[config.mk]
export PLATFORM = sky130hd
export DESIGN_NAME = dmaeih_ctrl
export DESIGN_NICKNAME = d
export VERILOG_FILES = /design/src/core/dmaeih_chan.v /design/src/core/dmaeih_ctrl.v /design/src/core/dmaeih_prio.v
export VERILOG_INCLUDE_DIRS = /design/src /design/src/core
export SDC_FILE = /design/constraint.sdc
export NUM_CORES = 1
export LEC_CHECK = 0
export ABC_AREA = 1
export BUFFER_PORTS_ARGS = -buffer_cell sky130_fd_sc_hd__buf_2
export CAP_MARGIN = 20
export CORE_ASPECT_RATIO = 1.4
export CORE_MARGIN = 10
export CORE_UTILIZATION = 55
export CTS_CLUSTER_DIAMETER = 30
export DETAILED_ROUTE_END_ITERATION = 10
export PLACE_DENSITY = 0.8
export SYNTH_ARGS = -nofsm -noshare
export SYNTH_HDL_FRONTEND = slang
export SYNTH_SLANG_ARGS = --single-unit
[constraint.sdc]
create_clock -name mclk -period 22 [get_ports mclk]
set_clock_uncertainty 0.15 [all_clocks]
set_input_delay 2.2 -clock mclk [delete_from_list [all_inputs] [get_ports mclk]]
set_output_delay 2.2 -clock mclk [all_outputs]
set_load 0.005 [all_outputs]
[src/core/dmaeih_defines.vh]
// Constants for the DMA end-interrupt and halt control block
`ifndef DMAEIH_DEFINES_VH
`define DMAEIH_DEFINES_VH
// ****************************************************************
// Register offsets inside one half (eight bytes per half)
// ****************************************************************
`define DMAEIH_OFF_CTRL 3'h0
`define DMAEIH_OFF_IOLO 3'h1
`define DMAEIH_OFF_BSZ 3'h2
`define DMAEIH_OFF_CNT 3'h3
`define DMAEIH_OFF_ADRX 3'h4
`define DMAEIH_OFF_ADRE 3'h5
`define DMAEIH_OFF_ADRH 3'h6
`define DMAEIH_OFF_ADRL 3'h7
// ****************************************************************
// Field positions in transfer_control_reg
// ****************************************************************
`define DMAEIH_BIT_TE 0
`define DMAEIH_BIT_TIE 1
`define DMAEIH_BIT_ME 2
`define DMAEIH_BIT_FULL 3
`define DMAEIH_BIT_BLK 4
`define DMAEIH_BIT_WORD 5
// ****************************************************************
// Reset values and address limits
// ****************************************************************
`define DMAEIH_RST_BYTE 8'h00
`define DMAEIH_RST_ADDR 24'h000000
`define DMAEIH_IO_BASE_1M 24'h0FFF00
`define DMAEIH_IO_BASE_16M 24'hFFFF00
`define DMAEIH_MASK_1M 24'h0FFFFF
`define DMAEIH_ONE 8'h01
`endif

[src/core/dmaeih_chan.v]
// Per-half pending request, block size and transfer counters
`timescale 1ns/100ps
`include "dmaeih_defines.vh"
module dmaeih_chan (
    mclk,
    rst,
    te,
    run,
    blk,
    act,
    done,
    bsz_wr,
    cnt_wr,
    wdata,
    pend_r,
    act_clr_r,
    cpu_irq_r,
    last_r,
    bsz_r,
    cnt_r
);
    input wire mclk;
    input wire rst;
    input wire te;            // transfer_enable of this half
    input wire run;           // Half allowed to transfer
    input wire blk;           // Block transfer mode
    input wire act;           // Activating source pulse
    input wire done;          // One byte or word finished
    input wire bsz_wr;        // Software writes block size
    input wire cnt_wr;        // Software writes count
    input wire [7:0] wdata;
    output reg pend_r;        // Internal transfer request
    output reg act_clr_r;     // Activating flag cleared (pulse)
    output reg cpu_irq_r;     // Source passed to CPU (pulse)
    output reg last_r;        // Final unit done (pulse)
    output reg [7:0] bsz_r;   // Block size counter
    output reg [7:0] cnt_r;   // Transfer or block count

    reg [7:0] bsz_init_r;     // Block size as last written
    reg run_d_r;              // run one cycle ago

    // ************************************************************
    // Counters and pending request
    // ************************************************************
    always @(posedge mclk or posedge rst)
    begin
        if (rst)
        begin
            pend_r <= 1'b0;
            act_clr_r <= 1'b0;
            cpu_irq_r <= 1'b0;
            last_r <= 1'b0;
            bsz_r <= `DMAEIH_RST_BYTE;
            cnt_r <= `DMAEIH_RST_BYTE;
            bsz_init_r <= `DMAEIH_RST_BYTE;
            run_d_r <= 1'b0;
        end
        else
        begin
            act_clr_r <= 1'b0;
            cpu_irq_r <= 1'b0;
            last_r <= 1'b0;
            run_d_r <= run;
            if (act && !te)
                cpu_irq_r <= 1'b1;
            if (done && run && pend_r)
            begin
                if (blk)
                begin
                    if (bsz_r == `DMAEIH_ONE)
                    begin
                        bsz_r <= bsz_init_r;
                        pend_r <= 1'b0;
                        cnt_r <= cnt_r - `DMAEIH_ONE;
                        last_r <= (cnt_r == `DMAEIH_ONE);
                    end
                    else
                        bsz_r <= bsz_r - `DMAEIH_ONE;
                end
                else
                begin
                    pend_r <= 1'b0;
                    cnt_r <= cnt_r - `DMAEIH_ONE;
                    last_r <= (cnt_r == `DMAEIH_ONE);
                end
            end
            if (act && run)
                pend_r <= 1'b1;
            if (run_d_r && !run && blk && pend_r)
            begin
                pend_r <= 1'b0;
                act_clr_r <= 1'b1;
            end
            // Software setup of counters
            if (bsz_wr)
            begin
                bsz_r <= wdata;
                bsz_init_r <= wdata;
            end
            if (cnt_wr)
                cnt_r <= wdata;
        end
    end
endmodule

[src/core/dmaeih_ctrl.v]
// Top of the DMA end-interrupt, halt and resume control block
`timescale 1ns/100ps
`include "dmaeih_defines.vh"
module dmaeih_ctrl (
    mclk,
    rst,
    reg_addr,
    reg_wdata,
    reg_wr,
    reg_rd,
    reg_rdata,
    mode_16m,
    nmi,
    busy,
    act_req,
    unit_done,
    unit_half,
    ch0a_end_irq,
    ch0b_end_irq,
    ch1a_end_irq,
    ch1b_end_irq,
    end_irq_top,
    xfer_req,
    grant_valid,
    grant_half,
    mem_addr,
    io_addr,
    word_xfer,
    act_clr,
    cpu_act_irq
);
    input wire mclk;
    input wire rst;
    input wire [4:0] reg_addr;      // Half in [4:3], offset [2:0]
    input wire [7:0] reg_wdata;
    input wire reg_wr;
    input wire reg_rd;
    output reg [7:0] reg_rdata;     // Valid the cycle after read
    input wire mode_16m;            // 1: 16-Mbyte, 0: 1-Mbyte
    input wire nmi;                 // Non-maskable interrupt pulse
    input wire busy;                // Datapath inside a unit
    input wire [3:0] act_req;       // Activating source pulses
    input wire unit_done;           // One byte or word finished
    input wire [1:0] unit_half;     // Half that did the unit
    output reg ch0a_end_irq;
    output reg ch0b_end_irq;
    output reg ch1a_end_irq;
    output reg ch1b_end_irq;
    output reg [1:0] end_irq_top;   // Highest pending end request
    output reg [3:0] xfer_req;      // Half wants the bus
    output reg grant_valid;         // A half is selected
    output reg [1:0] grant_half;    // Selected half
    output reg [23:0] mem_addr;     // Effective memory address
    output reg [23:0] io_addr;      // Effective I/O address
    output reg word_xfer;           // Selected half moves words
    output reg [3:0] act_clr;       // Activating flag cleared
    output reg [3:0] cpu_act_irq;   // Source forwarded to CPU

    // ************************************************************
    // Register state
    // ************************************************************
    reg [3:0] te_r;                 // transfer_enable per half
    reg [3:0] tie_r;                // end_irq_enable per half
    reg [1:0] me_r;                 // master_enable per channel
    reg [1:0] full_r;               // Full address mode per channel
    reg [3:0] blk_r;                // Block transfer mode
    reg [3:0] wsz_r;                // Word size
    reg [7:0] io_lo_r [0:3];        // io_addr_reg per half
    reg [23:0] maddr_r [0:3];       // memory_addr_reg per half
    reg nmi_wait_r;                 // NMI seen, unit still running
    reg [3:0] run;                  // Half allowed to transfer
    reg [3:0] end_nxt;              // End requests before the flop
    reg [3:0] done_h;               // unit_done split per half
    reg [3:0] upd;                  // Address update per half
    wire [3:0] pend_w;
    wire [3:0] clr_w;
    wire [3:0] cpu_w;
    wire [3:0] last_w;
    wire [31:0] bsz_w;
    wire [31:0] cnt_w;
    wire end_any;
    wire [1:0] end_idx;
    wire gnt_any;
    wire [1:0] gnt_idx;
    wire [1:0] wr_half;
    wire [2:0] wr_off;
    integer i;

    assign wr_half = reg_addr[4:3];
    assign wr_off = reg_addr[2:0];

    // ************************************************************
    // Helper functions
    // ************************************************************
    // Memory address as driven onto the bus
    function [23:0] fn_mem;
        input [23:0] a;
        input m16;
        begin
            if (m16)
                fn_mem = a;
            else
                fn_mem = a & `DMAEIH_MASK_1M;
        end
    endfunction

    // I/O address: low byte only, page fixed at the top
    function [23:0] fn_io;
        input [7:0] b;
        input m16;
        begin
            if (m16)
                fn_io = `DMAEIH_IO_BASE_16M | {16'h0000, b};
            else
                fn_io = `DMAEIH_IO_BASE_1M | {16'h0000, b};
        end
    endfunction

    // Channel pair of a half
    function fn_pair;
        input [1:0] h;
        begin
            fn_pair = h[1];
        end
    endfunction

    // ************************************************************
    // Run enables and end requests
    // ************************************************************
    always @*
    begin
        for (i = 0; i < 4; i = i + 1)
        begin
            done_h[i] = unit_done && (unit_half == i[1:0]);
            if (i[0] == 1'b0)
            begin
                if (full_r[fn_pair(i[1:0])])
                    run[i] = te_r[i] && me_r[fn_pair(i[1:0])];
                else
                    run[i] = te_r[i];
            end
            else
            begin
                // B half is driven by its A half in full mode
                run[i] = te_r[i] && !full_r[fn_pair(i[1:0])];
            end
            // level from the two bits only
            end_nxt[i] = !te_r[i] && tie_r[i];
            // no B request in full mode
            if (i[0] == 1'b1 && full_r[fn_pair(i[1:0])])
                end_nxt[i] = 1'b0;
        end
        for (i = 0; i < 4; i = i + 1)
        begin
            // units on a stopped half ignored
            if (i[0] == 1'b1 && full_r[fn_pair(i[1:0])])
                upd[i] = done_h[i - 1] && run[i - 1];
            else
                upd[i] = done_h[i] && run[i];
        end
    end

    // ************************************************************
    // Per-half counters and pending requests
    // ************************************************************
    genvar g;
    generate
        for (g = 0; g < 4; g = g + 1)
        begin : gen_ch
            dmaeih_chan u_chan (
                .mclk(mclk),
                .rst(rst),
                .te(te_r[g]),
                .run(run[g]),
                .blk(blk_r[g]),
                .act(act_req[g]),
                .done(done_h[g]),
                .bsz_wr(reg_wr && wr_half == g
                    && wr_off == `DMAEIH_OFF_BSZ),
                .cnt_wr(reg_wr && wr_half == g
                    && wr_off == `DMAEIH_OFF_CNT),
                .wdata(reg_wdata),
                .pend_r(pend_w[g]),
                .act_clr_r(clr_w[g]),
                .cpu_irq_r(cpu_w[g]),
                .last_r(last_w[g]),
                .bsz_r(bsz_w[8 * g +: 8]),
                .cnt_r(cnt_w[8 * g +: 8])
            );
        end
    endgenerate

    dmaeih_prio u_end_prio (
        .req(end_nxt),
        .any(end_any),
        .idx(end_idx)
    );

    // Same fixed order for bus grant
    dmaeih_prio u_gnt_prio (
        .req(pend_w & run),
        .any(gnt_any),
        .idx(gnt_idx)
    );

    // ************************************************************
    // Control registers, NMI halt and address update
    // ************************************************************
    always @(posedge mclk or posedge rst)
    begin
        if (rst)
        begin
            te_r <= 4'h0;
            tie_r <= 4'h0;
            me_r <= 2'h0;
            full_r <= 2'h0;
            blk_r <= 4'h0;
            wsz_r <= 4'h0;
            nmi_wait_r <= 1'b0;
            for (i = 0; i < 4; i = i + 1)
            begin
                io_lo_r[i] <= `DMAEIH_RST_BYTE;
                maddr_r[i] <= `DMAEIH_RST_ADDR;
            end
        end
        else
        begin
            // Hardware ends the transfer on the last unit
            te_r <= te_r & ~last_w;
            // NMI waits for the current unit
            if (nmi)
                nmi_wait_r <= 1'b1;
            else if (nmi_wait_r && !busy)
            begin
                me_r <= 2'h0;
                nmi_wait_r <= 1'b0;
            end
            for (i = 0; i < 4; i = i + 1)
            begin
                // Step by one byte or one word
                if (upd[i])
                    maddr_r[i] <= maddr_r[i]
                        + (wsz_r[i] ? 24'h000002 : 24'h000001);
            end
            if (reg_wr)
            begin
                case (wr_off)
                    `DMAEIH_OFF_CTRL:
                    begin
                        te_r[wr_half] <= reg_wdata[`DMAEIH_BIT_TE];
                        tie_r[wr_half] <= reg_wdata[`DMAEIH_BIT_TIE];
                        blk_r[wr_half] <= reg_wdata[`DMAEIH_BIT_BLK];
                        wsz_r[wr_half] <= reg_wdata[`DMAEIH_BIT_WORD];
                        // Pair-wide bits live in the A half only
                        if (!wr_half[0])
                        begin
                            full_r[wr_half[1]] <=
                                reg_wdata[`DMAEIH_BIT_FULL];
                            // A late NMI clear still wins
                            if (!(nmi || nmi_wait_r))
                                me_r[wr_half[1]] <=
                                    reg_wdata[`DMAEIH_BIT_ME];
                        end
                    end
                    `DMAEIH_OFF_IOLO:
                        io_lo_r[wr_half] <= reg_wdata;
                    // each address byte on its own
                    `DMAEIH_OFF_ADRE:
                        maddr_r[wr_half][23:16] <= reg_wdata;
                    `DMAEIH_OFF_ADRH:
                        maddr_r[wr_half][15:8] <= reg_wdata;
                    `DMAEIH_OFF_ADRL:
                        maddr_r[wr_half][7:0] <= reg_wdata;
                    default:
                        ;
                endcase
            end
        end
    end

    // ************************************************************
    // Register read port, data one cycle after the strobe
    // ************************************************************
    always @(posedge mclk or posedge rst)
    begin
        if (rst)
            reg_rdata <= `DMAEIH_RST_BYTE;
        else if (reg_rd)
        begin
            case (wr_off)
                `DMAEIH_OFF_CTRL:
                    reg_rdata <= {2'b00, wsz_r[wr_half],
                        blk_r[wr_half],
                        full_r[wr_half[1]] & !wr_half[0],
                        me_r[wr_half[1]] & !wr_half[0],
                        tie_r[wr_half], te_r[wr_half]};
                `DMAEIH_OFF_IOLO:
                    reg_rdata <= io_lo_r[wr_half];
                `DMAEIH_OFF_BSZ:
                    reg_rdata <= bsz_w[8 * wr_half +: 8];
                `DMAEIH_OFF_CNT:
                    reg_rdata <= cnt_w[8 * wr_half +: 8];
                `DMAEIH_OFF_ADRE:
                    reg_rdata <= maddr_r[wr_half][23:16];
                `DMAEIH_OFF_ADRH:
                    reg_rdata <= maddr_r[wr_half][15:8];
                `DMAEIH_OFF_ADRL:
                    reg_rdata <= maddr_r[wr_half][7:0];
                // Top byte of the longword reads as zero
                default:
                    reg_rdata <= `DMAEIH_RST_BYTE;
            endcase
        end
        else
            reg_rdata <= `DMAEIH_RST_BYTE;
    end

    // ************************************************************
    // Output flops; one cycle behind the state they show
    // ************************************************************
    always @(posedge mclk or posedge rst)
    begin
        if (rst)
        begin
            ch0a_end_irq <= 1'b0;
            ch0b_end_irq <= 1'b0;
            ch1a_end_irq <= 1'b0;
            ch1b_end_irq <= 1'b0;
            end_irq_top <= 2'h0;
            xfer_req <= 4'h0;
            grant_valid <= 1'b0;
            grant_half <= 2'h0;
            mem_addr <= `DMAEIH_RST_ADDR;
            io_addr <= `DMAEIH_RST_ADDR;
            word_xfer <= 1'b0;
            act_clr <= 4'h0;
            cpu_act_irq <= 4'h0;
        end
        else
        begin
            // end requests and the forwarded source pulses are the interrupts
            ch0a_end_irq <= end_nxt[0];
            ch0b_end_irq <= end_nxt[1];
            ch1a_end_irq <= end_nxt[2];
            ch1b_end_irq <= end_nxt[3];
            end_irq_top <= end_any ? end_idx : 2'h0;
            xfer_req <= pend_w & run;
            grant_valid <= gnt_any;
            grant_half <= gnt_idx;
            mem_addr <= fn_mem(maddr_r[gnt_idx], mode_16m);
            io_addr <= fn_io(io_lo_r[gnt_idx], mode_16m);
            word_xfer <= wsz_r[gnt_idx];
            act_clr <= clr_w;
            cpu_act_irq <= cpu_w;
        end
    end
endmodule

[src/core/dmaeih_prio.v]
// Fixed priority picker: half 0 (0A) highest, half 3 (1B) lowest
`timescale 1ns/100ps
module dmaeih_prio (
    req,
    any,
    idx
);
    input wire [3:0] req;     // Requests, one per half
    output reg any;           // At least one request present
    output reg [1:0] idx;     // Winning half

    // ************************************************************
    // Channel 0 before 1, A before B
    // ************************************************************
    always @*
    begin
        any = |req;
        if (req[0])
            idx = 2'h0;
        else if (req[1])
            idx = 2'h1;
        else if (req[2])
            idx = 2'h2;
        else
            idx = 2'h3;
    end
endmodule

==> impl_metrics.csv <==
group,metric,value,unit
sta,worstMarginPinSlew,1.02,ns
synthesis,yosys-top-cells-area,"dfrtp_1, nand2_1, nor2_1, inv_1, o21ai_0",
route,drt_iter0_drc,2604,
clock_network,clock_latency,0.59,ns
synthesis,synth_flop_cell,"dfrtp_1",
floorplanning,row_count,81,
synthesis,syn-instance-count,2627,
finish,layout-area-overhead-vs-synth,15.4,%
floorplanning,ios,105,
sta,slew_headroom,32.2,%
clock_network,clockBufferDepth,3,
sta,final.setup.tns,0,ns
floorplanning,die_w,178,um
synthesis,synthArstFlopShare,100,%
flow_run,cap_viol_max_count,0,
grt,grt_usage,36.1,%
route,viasPerCell,6.22,
place,place_inst,3092,
synthesis,ys_warn_count,0,
synthesis,ys_seq_area_share,42.7,%
clock_network,cts_htree_levels,3,
synthesis,synth-edff-count,0,
finish,largest_register_ffs,96,
finish,drive_gt1_share,10.8,%
clock_network,cts_setup_buffers,0,
clock_network,hold_buffers,0,
grt,first_global_vias,19195,
outcome,outcome,"finished, final reports clean",
power,p_sw_share,41.2,%
power,ir_drop,0.0912,mV
clock_network,cts_root_buf,"clkbuf_16",
sta,report.final.slew_viol_count,0,
sta,setup_viol,0,
worst_setup_path,arrival,4.58,ns
worst_setup_path,path_max_fanout,36,
min_path,min_path_type,"flip-flop to flip-flop",
place,dp_hpwl,56000,um
grt,grt_max_degree,119,
clock_network,cts_sinks,329,
floorplanning,core,0.0348,mm2
sta,max_freq,0.236,GHz
synthesis,synth_nets,2682,
route,wire_per_inst,24.5,um
floorplanning,initial_core_util,55.5,%
route,drt_wl_total,78900,um
sta,hold_viol_final,0,
clock_network,clk_pin_slew_worst_paths,0.05,ns
synthesis,yosysTopAreaCellShare,42.7,%
route,vias,20004,
place,portBuffers,104,
route,ant_nets,0,
power,p_leak,10.7,nW
power,p_comb_share,31.5,%
clock_network,numCtsBuffers,67,
synthesis,synth_seq_cells,329,
worst_setup_path,crit_type,"primary input to flip-flop",
sta,fin_crit,4.24,ns
route,drc,0,
synthesis,syn_area,0.0193,mm2
clock_network,cts_resized,0,
worst_setup_path,cp-start-kind,"primary input",
power,power.internal,1.77,mW
place,gp_congestion,1.04,
worst_setup_path,reg2reg_from,"full_r[1]",
power,power.clock.fraction,33.7,%
finish,fin_area,0.0222,mm2
synthesis,syn_avg_cell_area,7.34,um2
floorplanning,dieArea,0.0430,mm2
place,postPlaceCellArea,0.0200,mm2
finish,instances_no_fill,3214,
sta,period_share,19.3,%
power,seq_power_share,34.8,%
route,drt_pass1_iterations,6,
floorplanning,die-height,242,um
synthesis,ys_types,49,
worst_setup_path,end_kind,"flip-flop",
power,p_sw,1.24,mW
min_path,min-delay-start,"gen_ch[2].u_chan.cpu_irq_r",
finish,nets,2760,
worst_setup_path,cp.required,22.34,ns
grt,antenna_found_initial,0,
power,p_per_area,136,mW/mm2
finish,top_register,"maddr_r",
grt,overflow,0,
sta,rsz0062_at_grt,"no",
synthesis,synth_top_cell_by_area,"dfrtp_1",
clock_network,cts_tree,"done",
grt,grt_pass1_wl,118000,um
worst_setup_path,startpoint,"unit_half[0]",
[final cells by class]
class                   instances  area [um2]
fillers                      3046       12500
multi-input cells            1880        9380
flip-flops and latches        329        8230
clock inverters                40         400
repair buffers                123         661
inverters                     304        1150
well taps                     456         571
diodes                          1        2.50
clock buffers                  81        1850
[cell families (layout without fill, tap and decap cells)]
logic type | after synthesis | after routing | synth area share [%]
buffers and inverters | 418 | 548 | 8.72
multiplexers | 1 | 1 | 0.0519
AND/OR/NAND/NOR | 1252 | 1252 | 27.3
other | 1 | 2 | 0.0195
flip-flops | 329 | 329 | 42.7
AO/OA/AOI/OAI | 547 | 547 | 16.9
XOR/XNOR | 51 | 51 | 2.32
adder cells (fa/ha/maj) | 28 | 28 | 1.97
[cell usage after synthesis (2+ instances only)]
cell type,n
a31oi_1,10
o21ai_1,20
nor4_1,6
nor2_4,4
nor3_4,3
xnor2_1,6
o211ai_1,45
o21ai_0,203
nand2_1,650
nand4_1,44
inv_1,285
fa_1,4
a22oi_1,5
o221ai_1,23
inv_2,16
xor2_1,45
and3_1,6
and2_1,2
buf_1,9
clkinv_1,3
nand3b_1,3
buf_4,16
clkbuf_1,52
nor3_1,25
a211oi_1,4
o21ai_2,2
nor2_1,292
o31ai_1,41
ha_1,24
or2_2,4
nand2_2,8
a21oi_2,2
o22ai_1,110
nor2_2,16
nand3_1,188
buf_2,36
dfrtp_1,329
a21oi_1,75
[metal layers]
metal	up-vias	GRT usage, %	wire (um)
li1	8915	-	-
met1	9365	43.0	27700
met2	1357	56.7	36100
met3	367	7.03	8040
met4	0	27.0	7020
met5	-	0	0
[cells in the final DEF (no fill, tap or decap), types with 24 or more instances in the layout]
cell type	synthesis	final
a21oi_1	75	75
buf_2	36	105
clkbuf_16	0	71
dfrtp_1	329	329
ha_1	24	24
inv_1	285	284
nand2_1	650	649
nand3_1	188	188
nand4_1	44	44
nor2_1	292	292
nor3_1	25	25
o211ai_1	45	45
o21ai_0	203	203
o22ai_1	110	110
o31ai_1	41	41
xor2_1	45	45
[power groups by stage]
| stage | logic, mW | clock network [mW] | registers, mW |
|---|---|---|---|
| 6_report | 0.951 | 1.02 | 1.05 |
| 2_1_floorplan | 0.640 | 0 | 0.943 |
| 5_1_grt | 1.05 | 1.05 | 1.06 |
| 3_5_place_dp | 0.915 | 0 | 1.04 |
| 3_3_place_gp | 0.896 | 0 | 1.04 |
| 4_1_cts | 0.925 | 1.01 | 1.04 |
[stage by stage]
| step | power, mW | utilization (%) | hold slack, ns | worst slack (ns) |
|---|---|---|---|---|
| finish | 3.01 | 64.0 | 0.197 | 17.76 |
| floorplan | 1.58 | - | 0.181 | 10.54 |
| detailed placement | 1.96 | 57.5 | 0.188 | 17.34 |
| global route | 3.16 | 64.0 | 0.207 | 17.57 |
| CTS | 2.98 | 64.0 | 0.199 | 17.92 |
| global placement | 1.94 | 57.5 | 0.183 | 17.36 |
[worst max-delay path: stages]
cell and delay (ns):
buf_2 0.12, inv_1 0.07, nand3_1 0.31, nor2_2 0.19, buf_4 0.28, nand2_1 0.08, nand2_1 0.15, buf_4 0.39
clkinv_1 0.42, nand2_1 0.15, nand2_1 0.07, a21oi_1 0.14
[path summary, 6_finish.rpt]
path                                       end  slack [ns]  depth (start not counted)
worst max-delay path               maddr_r[17]       17.76                         12
worst min-delay path            cpu_act_irq[2]        0.20                          0
worst max register to register    mem_addr[22]       18.99                         10
worst min register to register  cpu_act_irq[2]        0.20                          0
max in group asynchronous          maddr_r[73]       18.40                          3
min in group asynchronous          maddr_r[61]        1.61                          2
Power figures use the tool's default switching activity.
